--- src/rtl/bsj_defs.svh ---
// Opcode values, field positions, selector codes and machine cycle lengths.
`ifndef BSJ_DEFS_SVH
`define BSJ_DEFS_SVH
`define BSJ_OP_CB     8'hcb
`define BSJ_OP_DD     8'hdd
`define BSJ_OP_FD     8'hfd
`define BSJ_OP_ABS    8'hc3
`define BSJ_F_GRP     7:6
`define BSJ_F_BIT     5:3
`define BSJ_F_REG     2:0
`define BSJ_F_SETBIT  6
`define BSJ_GRP_SET   2'h3
`define BSJ_GRP_CLR   2'h2
`define BSJ_R_MEM     3'h6
`define BSJ_R_H       3'h4
`define BSJ_R_L       3'h5
`define BSJ_LD_FIRST  4'h8
`define BSJ_LD_SECOND 4'h9
`define BSJ_LD_COUNT  4'ha
`define BSJ_RST_COUNT 16'h0000
// One clock state per clock cycle; lengths of each machine cycle.
`define BSJ_T_FETCH   3'h4
`define BSJ_T_DISP    3'h3
`define BSJ_T_IXOP    3'h5
`define BSJ_T_MRD     3'h4
`define BSJ_T_MWR     3'h3
`define BSJ_T_JBYTE   3'h3
// Whole-instruction totals in clock states.
`define BSJ_T_REGOP   5'h08
`define BSJ_T_HLOP    5'h0f
`define BSJ_T_INDEXED 5'h17
`define BSJ_T_ABS     5'h0a
`endif

--- src/rtl/bsj_pkg.sv ---
// Types shared by the bit set, clear and jump executor.
package bsj_pkg;
    typedef enum logic [3:0] {
        bsj_st_idle, bsj_st_fetch, bsj_st_pfx2, bsj_st_cbop, bsj_st_disp,
        bsj_st_ixop, bsj_st_mrd, bsj_st_mwr, bsj_st_jlo, bsj_st_jhi
    } bsj_state_type;
    typedef enum logic [1:0] {
        bsj_ptr_main, bsj_ptr_first, bsj_ptr_second
    } bsj_ptr_type;
endpackage

--- src/rtl/bsj_alu_if.sv ---
// Interface between the executor and its bit modify unit.
`timescale 1ns/1ns
interface bsj_alu_if;
    logic [7:0] operand;
    logic [2:0] bit_sel;
    logic       set_bit;
    logic [7:0] result;
    modport exec (output operand, output bit_sel, output set_bit, input result);
    modport alu  (input operand, input bit_sel, input set_bit, output result);
endinterface

--- src/rtl/bsj_bit_alu.sv ---
// Bit modify unit that forces one selected bit of a byte to one or zero.
`timescale 1ns/1ns
module bsj_bit_alu (
    bsj_alu_if.alu alu
);
    // ------------------------------------------------------------------
    // Per-bit select
    // ------------------------------------------------------------------
    // Only the addressed bit takes the new value; bit 0 is the lowest bit.
    for (genvar i = 0; i < 8; i++) begin : g_bit
        assign alu.result[i] = (alu.bit_sel == 3'(i)) ? alu.set_bit : alu.operand[i];
    end
endmodule // bsj_bit_alu

--- src/rtl/bsj_exec.sv ---
// Decode and execute sequencer for bit set, bit clear and absolute jump.
`timescale 1ns/1ns
`include "bsj_defs.svh"
// What this block does
// - Prefix CB, top bits 11 sets register bit.
// - Bit field binary; register codes B..L, A=111.
// - Register code 110 targets byte at main pointer.
// - DD form addresses first index plus signed displacement.
// - FD form addresses second index plus displacement.
// - Indexed forms take 23 states: 4,4,3,5,4,3.
// - Clear forms match set forms, top bits 10.
// - Bit 0 is the least significant bit.
// - Jump opcode C3, low address byte first.
module bsj_exec (
    input  wire logic              clock,
    input  wire logic              arst_n,
    input  wire logic              run,
    input  wire logic              load_en,
    input  wire logic [3:0]        load_sel,
    input  wire logic [15:0]       load_val,
    input  wire logic [7:0]        mem_rdata,
    output logic      [15:0]       mem_addr_q,
    output logic                   mem_rd_q,
    output logic                   mem_wr_q,
    output logic      [7:0]        mem_wdata_q,
    output logic      [7:0][7:0]   gpr_q,
    output logic      [15:0]       first_index_pair_q,
    output logic      [15:0]       second_index_pair_q,
    output logic      [15:0]       program_counter_q,
    output logic                   instr_done_q
);
    bsj_pkg::bsj_state_type state_q, state_d, nxt;
    bsj_pkg::bsj_ptr_type   ptr_q, ptr_d;
    logic [2:0]      tcnt_q, tcnt_d, mlen;
    logic [4:0]      icnt_q, icnt_d;
    logic [15:0]     program_counter_d, first_index_pair_d, second_index_pair_d;
    logic [15:0]     ea_q, ea_d, npc, iaddr, addr_d, base;
    logic [7:0][7:0] gpr_d;
    logic [7:0]      op_q, op_d, disp_q, disp_d, jlo_q, jlo_d, rbyte_q, rbyte_d, wdata_d;
    logic            rd_d, wr_d, done_d, ird, iwr, fin, last;

    bsj_alu_if alu_bus ();

    bsj_bit_alu u_alu (
        .alu (alu_bus)
    );

    // ------------------------------------------------------------------
    // Bit modify operand routing
    // ------------------------------------------------------------------
    // Register forms modify during the operation fetch, memory forms on read.
    assign alu_bus.operand = (state_q == bsj_pkg::bsj_st_cbop) ?
                             gpr_q[mem_rdata[`BSJ_F_REG]] : mem_rdata;
    assign alu_bus.bit_sel = (state_q == bsj_pkg::bsj_st_cbop) ?
                             mem_rdata[`BSJ_F_BIT] : op_q[`BSJ_F_BIT];
    assign alu_bus.set_bit = (state_q == bsj_pkg::bsj_st_cbop) ?
                             mem_rdata[`BSJ_F_SETBIT] : op_q[`BSJ_F_SETBIT];

    // Length of the current machine cycle in clock states.
    always_comb begin
        case (state_q)
            bsj_pkg::bsj_st_disp:  mlen = `BSJ_T_DISP;
            bsj_pkg::bsj_st_ixop:  mlen = `BSJ_T_IXOP;
            bsj_pkg::bsj_st_mrd:   mlen = `BSJ_T_MRD;
            bsj_pkg::bsj_st_mwr:   mlen = `BSJ_T_MWR;
            bsj_pkg::bsj_st_jlo:   mlen = `BSJ_T_JBYTE;
            bsj_pkg::bsj_st_jhi:   mlen = `BSJ_T_JBYTE;
            default:               mlen = `BSJ_T_FETCH;
        endcase
    end

    assign last = (tcnt_q == 3'(mlen - 3'h1));
    assign base = (ptr_q == bsj_pkg::bsj_ptr_first) ? first_index_pair_q : second_index_pair_q;

    // ------------------------------------------------------------------
    // Sequencer next state
    // ------------------------------------------------------------------
    // Each machine cycle drives its address at its first state and samples
    // the memory byte at its last; the next cycle's address is set there.
    always_comb begin
        state_d = state_q;
        tcnt_d  = 3'(tcnt_q + 3'h1);
        program_counter_d   = program_counter_q;
        first_index_pair_d  = first_index_pair_q;
        second_index_pair_d = second_index_pair_q;
        gpr_d   = gpr_q;
        op_d    = op_q;
        disp_d  = disp_q;
        ptr_d   = ptr_q;
        ea_d    = ea_q;
        jlo_d   = jlo_q;
        rbyte_d = rbyte_q;
        addr_d  = mem_addr_q;
        rd_d    = mem_rd_q;
        wr_d    = mem_wr_q;
        wdata_d = mem_wdata_q;
        done_d  = 1'b0;
        nxt     = state_q;
        fin     = 1'b0;
        npc     = program_counter_q;
        iaddr   = mem_addr_q;
        ird     = 1'b0;
        iwr     = 1'b0;
        if (state_q == bsj_pkg::bsj_st_idle) begin
            tcnt_d = 3'h0;
            if (run) begin
                state_d = bsj_pkg::bsj_st_fetch;
                addr_d  = program_counter_q;
                rd_d    = 1'b1;
            end else if (load_en) begin
                case (load_sel)
                    `BSJ_LD_FIRST:  first_index_pair_d = load_val;
                    `BSJ_LD_SECOND: second_index_pair_d = load_val;
                    `BSJ_LD_COUNT:  program_counter_d = load_val;
                    default: begin
                        if (!load_sel[3]) begin
                            gpr_d[load_sel[2:0]] = load_val[7:0];
                        end
                    end
                endcase
            end
        end else if (last) begin
            case (state_q)
                bsj_pkg::bsj_st_fetch: begin
                    npc   = 16'(program_counter_q + 16'h0001);
                    iaddr = npc;
                    ird   = 1'b1;
                    if (mem_rdata == `BSJ_OP_CB) begin
                        nxt   = bsj_pkg::bsj_st_cbop;
                        ptr_d = bsj_pkg::bsj_ptr_main;
                    end else if (mem_rdata == `BSJ_OP_DD) begin
                        nxt   = bsj_pkg::bsj_st_pfx2;
                        ptr_d = bsj_pkg::bsj_ptr_first;
                    end else if (mem_rdata == `BSJ_OP_FD) begin
                        nxt   = bsj_pkg::bsj_st_pfx2;
                        ptr_d = bsj_pkg::bsj_ptr_second;
                    end else if (mem_rdata == `BSJ_OP_ABS) begin
                        nxt = bsj_pkg::bsj_st_jlo;
                    end else begin
                        fin = 1'b1;
                    end
                end
                bsj_pkg::bsj_st_pfx2: begin
                    npc   = 16'(program_counter_q + 16'h0001);
                    iaddr = npc;
                    ird   = 1'b1;
                    if (mem_rdata == `BSJ_OP_CB) begin
                        nxt = bsj_pkg::bsj_st_disp;
                    end else begin
                        fin = 1'b1;
                    end
                end
                bsj_pkg::bsj_st_cbop: begin
                    npc  = 16'(program_counter_q + 16'h0001);
                    op_d = mem_rdata;
                    if (mem_rdata[`BSJ_F_GRP] == `BSJ_GRP_SET ||
                        mem_rdata[`BSJ_F_GRP] == `BSJ_GRP_CLR) begin
                        if (mem_rdata[`BSJ_F_REG] == `BSJ_R_MEM) begin
                            ea_d  = {gpr_q[`BSJ_R_H], gpr_q[`BSJ_R_L]};
                            iaddr = ea_d;
                            ird   = 1'b1;
                            nxt   = bsj_pkg::bsj_st_mrd;
                        end else begin
                            gpr_d[mem_rdata[`BSJ_F_REG]] = alu_bus.result;
                            fin = 1'b1;
                        end
                    end else begin
                        fin = 1'b1;
                    end
                end
                bsj_pkg::bsj_st_disp: begin
                    npc    = 16'(program_counter_q + 16'h0001);
                    disp_d = mem_rdata;
                    iaddr  = npc;
                    ird    = 1'b1;
                    nxt    = bsj_pkg::bsj_st_ixop;
                end
                bsj_pkg::bsj_st_ixop: begin
                    npc  = 16'(program_counter_q + 16'h0001);
                    op_d = mem_rdata;
                    // Signed displacement is sign extended before the add.
                    ea_d = 16'(base + {{8{disp_q[7]}}, disp_q});
                    if (mem_rdata[`BSJ_F_GRP] == `BSJ_GRP_SET ||
                        mem_rdata[`BSJ_F_GRP] == `BSJ_GRP_CLR) begin
                        iaddr = ea_d;
                        ird   = 1'b1;
                        nxt   = bsj_pkg::bsj_st_mrd;
                    end else begin
                        fin = 1'b1;
                    end
                end
                bsj_pkg::bsj_st_mrd: begin
                    rbyte_d = mem_rdata;
                    wdata_d = alu_bus.result;
                    iaddr   = ea_q;
                    iwr     = 1'b1;
                    nxt     = bsj_pkg::bsj_st_mwr;
                end
                bsj_pkg::bsj_st_mwr: begin
                    fin = 1'b1;
                end
                bsj_pkg::bsj_st_jlo: begin
                    npc   = 16'(program_counter_q + 16'h0001);
                    jlo_d = mem_rdata;
                    iaddr = npc;
                    ird   = 1'b1;
                    nxt   = bsj_pkg::bsj_st_jhi;
                end
                bsj_pkg::bsj_st_jhi: begin
                    npc = {mem_rdata, jlo_q};
                    fin = 1'b1;
                end
                default: begin
                    fin = 1'b1;
                end
            endcase
            // Finishing an instruction starts the next fetch at the new counter while run is high, else goes idle.
            if (fin) begin
                nxt    = run ? bsj_pkg::bsj_st_fetch : bsj_pkg::bsj_st_idle;
                iaddr  = npc;
                ird    = run;
                iwr    = 1'b0;
                done_d = 1'b1;
            end
            state_d = nxt;
            tcnt_d  = 3'h0;
            program_counter_d = npc;
            addr_d  = iaddr;
            rd_d    = ird;
            wr_d    = iwr;
        end
        icnt_d = (state_q == bsj_pkg::bsj_st_idle || fin) ? 5'h00 : 5'(icnt_q + 5'h01);
    end

    // Registers the sequencer state and all outputs.
    always_ff @(posedge clock or negedge arst_n) begin
        if (!arst_n) begin
            state_q             <= bsj_pkg::bsj_st_idle;
            ptr_q               <= bsj_pkg::bsj_ptr_main;
            tcnt_q              <= 3'h0;
            icnt_q              <= 5'h00;
            program_counter_q   <= `BSJ_RST_COUNT;
            first_index_pair_q  <= 16'h0000;
            second_index_pair_q <= 16'h0000;
            gpr_q               <= 64'h0;
            op_q                <= 8'h00;
            disp_q              <= 8'h00;
            ea_q                <= 16'h0000;
            jlo_q               <= 8'h00;
            rbyte_q             <= 8'h00;
            mem_addr_q          <= 16'h0000;
            mem_rd_q            <= 1'b0;
            mem_wr_q            <= 1'b0;
            mem_wdata_q         <= 8'h00;
            instr_done_q        <= 1'b0;
        end else begin
            state_q             <= state_d;
            ptr_q               <= ptr_d;
            tcnt_q              <= tcnt_d;
            icnt_q              <= icnt_d;
            program_counter_q   <= program_counter_d;
            first_index_pair_q  <= first_index_pair_d;
            second_index_pair_q <= second_index_pair_d;
            gpr_q               <= gpr_d;
            op_q                <= op_d;
            disp_q              <= disp_d;
            ea_q                <= ea_d;
            jlo_q               <= jlo_d;
            rbyte_q             <= rbyte_d;
            mem_addr_q          <= addr_d;
            mem_rd_q            <= rd_d;
            mem_wr_q            <= wr_d;
            mem_wdata_q         <= wdata_d;
            instr_done_q        <= done_d;
        end
    end
endmodule // bsj_exec

--- config.mk ---
export PLATFORM = sky130hd
export DESIGN_NAME = bsj_exec
export DESIGN_NICKNAME = d
export VERILOG_FILES = /design/src/rtl/bsj_pkg.sv /design/src/rtl/bsj_alu_if.sv /design/src/rtl/bsj_bit_alu.sv /design/src/rtl/bsj_exec.sv
export VERILOG_INCLUDE_DIRS = /design/src /design/src/rtl
export SDC_FILE = /design/constraint.sdc
export NUM_CORES = 1
export LEC_CHECK = 0
export BUFFER_PORTS_ARGS = -buffer_cell sky130_fd_sc_hd__buf_4
export CAP_MARGIN = 30
export CORE_AREA = 3 3 145 147
export CTS_BUF_LIST = sky130_fd_sc_hd__clkbuf_4 sky130_fd_sc_hd__clkbuf_8 sky130_fd_sc_hd__clkbuf_16
export CTS_CLUSTER_SIZE = 10
export DETAILED_ROUTE_END_ITERATION = 16
export DIE_AREA = 0 0 148 150
export GPL_ROUTABILITY_DRIVEN = 0
export MAX_ROUTING_LAYER = met4
export PLACE_DENSITY_LB_ADDON = 0.15
export SYNTH_ARGS = -nofsm -noshare
export SYNTH_HDL_FRONTEND = slang
export SYNTH_SLANG_ARGS = --single-unit
export TNS_END_PERCENT = 100
--- constraint.sdc ---
create_clock -name clock -period 4.2 [get_ports clock]
set_input_delay 0.21 -clock clock [delete_from_list [all_inputs] [get_ports clock]]
set_output_delay 0.21 -clock clock [all_outputs]
set_load 0.01 [all_outputs]
==> qor.yml <==
critical_path:
  end_kind: "register"
  critPathRequiredTime_ns: 4.52
  crit_fanout: 24
  worstSetupStartpointType: "register"
  reg2reg_depth: 6
  worstPathArrival_ns: 4.00
  crit_type: "register to register"
pwr:
  swShare: 0.446
  p_seq_frac: 0.308
  combPwrFrac: 0.516
  cell_internal_pwr_mw: 5.02
  p_per_area_nw_per_um2: 674
  p_sw_mw: 4.05
  ir_worst_vdd_mv: 0.332
  clkPwrFrac: 0.176
  power_leakage_nw: 6.22
die:
  die_w_um: 148
  fp-row-count: 52
  start_util: 0.570
  die_h_um: 150
  io-pin-count: 171
  core_area_um2: 20000
  dieArea_um2: 22200
status:
  status: "finished clean"
placed_design:
  portBuffers: 170
  pre_cts_ws_ns: 0.651
  hpwl_um: 26900
  place_inst: 1544
drt:
  dr.pass1.iters: 9
  routed_wl_um: 37900
  drc: 0
  wire_per_inst_um: 24.0
  avgViaCountPerCell: 6.71
  first_iter_violations: 1374
  vias: 10600
  ant_nets: 0
logic_synthesis:
  synth_flop_cell: "dfrtp_1"
  synth_fp_nets: 1218
  synth_cell_types: 92
  yosys.area.top_type_share: 0.403
  synth_area_leaders: "dfrtp_1, mux2_2, mux2_1, nand2_1, o22ai_1"
  synth_top_area_cell: "dfrtp_1"
  syn_avg_cell_area_um2: 9.81
  syn_area_um2: 11400
  ys_seq_elements: 184
  syn_inst: 1164
  async_reset_ff_frac: 1.00
  yosysWarnings: 0
  synth-edff-count: 0
  seq_area_frac_synth: 0.403
finish:
  n_fill_cell: 1676
  drive_gt1_frac: 0.273
  final_cells: 1579
  utilization: 0.671
  syn_to_final_growth_pct: 17.8
  multi_input_area_um2: 6340
  nets: 1350
  diodes: 0
  seq_area_um2: 4600
sta:
  skew_ns: 0.0128
  fmax_mhz: 272
  fin_crit_sh: 0.876
  fin_crit_ns: 3.68
  maxSlewViolCount: 0
  fin_ws_ns: 0.519
  worst_pin_slew_ns: 1.02
  hold_viol_final: 0
  holdWs_ns: 0.0214
  rsz0062_at_grt: "no"
  fin_setup_tns_ns: 0
  setup_viol: 0
  maxSlewHeadroom: 0.316
cts:
  clk_pin_slew_ns: 0.07
  postCtsSetupRepairBufs: 0
  holdBufCountCts: 1
  htreeDepth: 4
  root_buffer: "clkbuf_16"
  cts_tree: "built"
  cts-buffers-inserted: 17
  clock-sinks: 184
  ctsResizeCount: 0
  clkLatencyLatePin_ns: 0.45
  cts_buffer_depth: 2
global_route:
  antenna_found_initial: 0
  grt_pass1_wl_um: 57900
  grtUsageTotal: 0.347
  grt_pass1_vias: 9887
  grt_overflow: 0
  grt_max_degree: 116
hold_path:
  holdCritPathClass: "input pin to register"
  min_delay_path_depth: 2
flow_run:
  maxCapViolCount: 0
[cell families after synthesis]
group                      after synthesis  share of synthesized area
buffers and inverters                  107                     0.0426
xor gates and xnor gates                28                     0.0215
DFF                                    184                      0.403
and+or+nand+nor                        313                      0.137
adders and majority gates               23                     0.0256
AOI/OAI and AO/OA                      341                      0.202
muxes                                  168                      0.168
[per-stage QoR]
step                power, mW  area (µm²)
floorplan                5.76       11400
global placement         7.26       12800
detailed placement       7.35       12800
CTS                      8.97       13400
global route             9.60       13500
finish                   9.07       13500
[power by group through the flow]
stage                     Clock (mW)  Sequential, mW  Combinational, mW
after detailed placement           0            2.81               4.55
after global routing            1.69            2.86               5.06
after CTS                       1.60            2.78               4.59
after global placement             0            2.79               4.47
final                           1.59            2.80               4.68
after floorplan                    0            2.76               3.01
[cells in the mapped netlist, types with 7 or more instances]
master	n
dfrtp_1	184
nand2_1	113
mux2_2	93
o21ai_0	66
nor2_1	64
o22ai_1	60
a21oi_1	59
clkbuf_1	42
mux2_1	42
mux2i_1	27
inv_1	25
buf_2	23
nand3_1	22
ha_1	21
o21ai_1	19
xnor2_1	19
and3_1	15
nand2b_1	15
a21o_1	14
a222oi_1	13
buf_4	13
a221oi_1	12
a31oi_1	12
nor3_1	12
nand3b_1	9
xor2_1	9
a211oi_1	8
and2_1	8
a22oi_1	7
o221ai_1	7
o31ai_1	7
[flip-flops by register name, summed over array words and instances, names as in the netlist]
| signal | flops |
|---|---|
| tcnt_q | 3 |
| mem_addr_q | 16 |
| instr_done_q | 1 |
| ea_q | 16 |
| first_index_pair_q | 16 |
| state_q | 4 |
| program_counter_q | 16 |
| mem_wdata_q | 8 |
| ptr_q | 2 |
| gpr_q | 64 |
| disp_q | 8 |
| mem_rd_q | 1 |
| second_index_pair_q | 16 |
| mem_wr_q | 1 |
| op_q | 4 |
| jlo_q | 8 |
[cells in the final DEF (no fill, tap or decap), drive strengths merged, types with 8 or more instances in the layout]
cell,n
nand2,116
xnor2,19
o31ai,8
and2,9
a21oi,60
nand2b,15
buf,193
a21o,15
clkbuf,21
nand3,23
o22ai,60
and3,15
o21ai,85
inv,30
nor2,68
nand3b,9
a222oi,13
a31oi,13
mux2i,29
nor3,12
mux2,135
xor2,9
dfrtp,184
a221oi,12
a211oi,9
ha,21
[per-layer routing]
layer,GRT usage,wire (µm),vias up
li1,-,-,4623
met1,0.465,15300,5154
met2,0.499,16800,692
met3,0.102,4400,124
met4,0.133,1450,0
met5,-,0,-
[worst max-delay path: stages, from the launching register on]
cell and delay [ns]:
dfrtp_1 0.66, and4bb_1 1.03, mux2i_4 0.48, nand2b_1 0.18, mux2i_2 0.67, o22ai_1 0.22
mux2_2 0.31
[path summary, 6_finish.rpt]
check,start,to,slack [ns]
worst min register to register,mem_addr_q[0]$_DFFE_PN0P_,mem_addr_q[0]$_DFFE_PN0P_,0.48
worst max register to register,state_q[2]$_DFFE_PN0P_,gpr_q[33]$_DFFE_PN0P_,0.52
worst max-delay path,state_q[2]$_DFFE_PN0P_,gpr_q[33]$_DFFE_PN0P_,0.52
worst min-delay path,load_val[0],second_index_pair_q[0]$_DFFE_PN0P_,0.02
max in group asynchronous,arst_n,gpr_q[17]$_DFFE_PN0P_,2.82
min in group asynchronous,arst_n,instr_done_q$_DFF_PN0_,0.14
[final cells by class]
cell class                      count  area share
Sequential cell                   184       0.342
Inverter                           25     0.00698
Multi-Input combinational cell    873       0.472
Clock inverter                     12     0.00865
Clock buffer                       20      0.0338
Timing Repair Buffer              195       0.112
Tap cell                          270      0.0251
(Power assumes the default switching activity.)
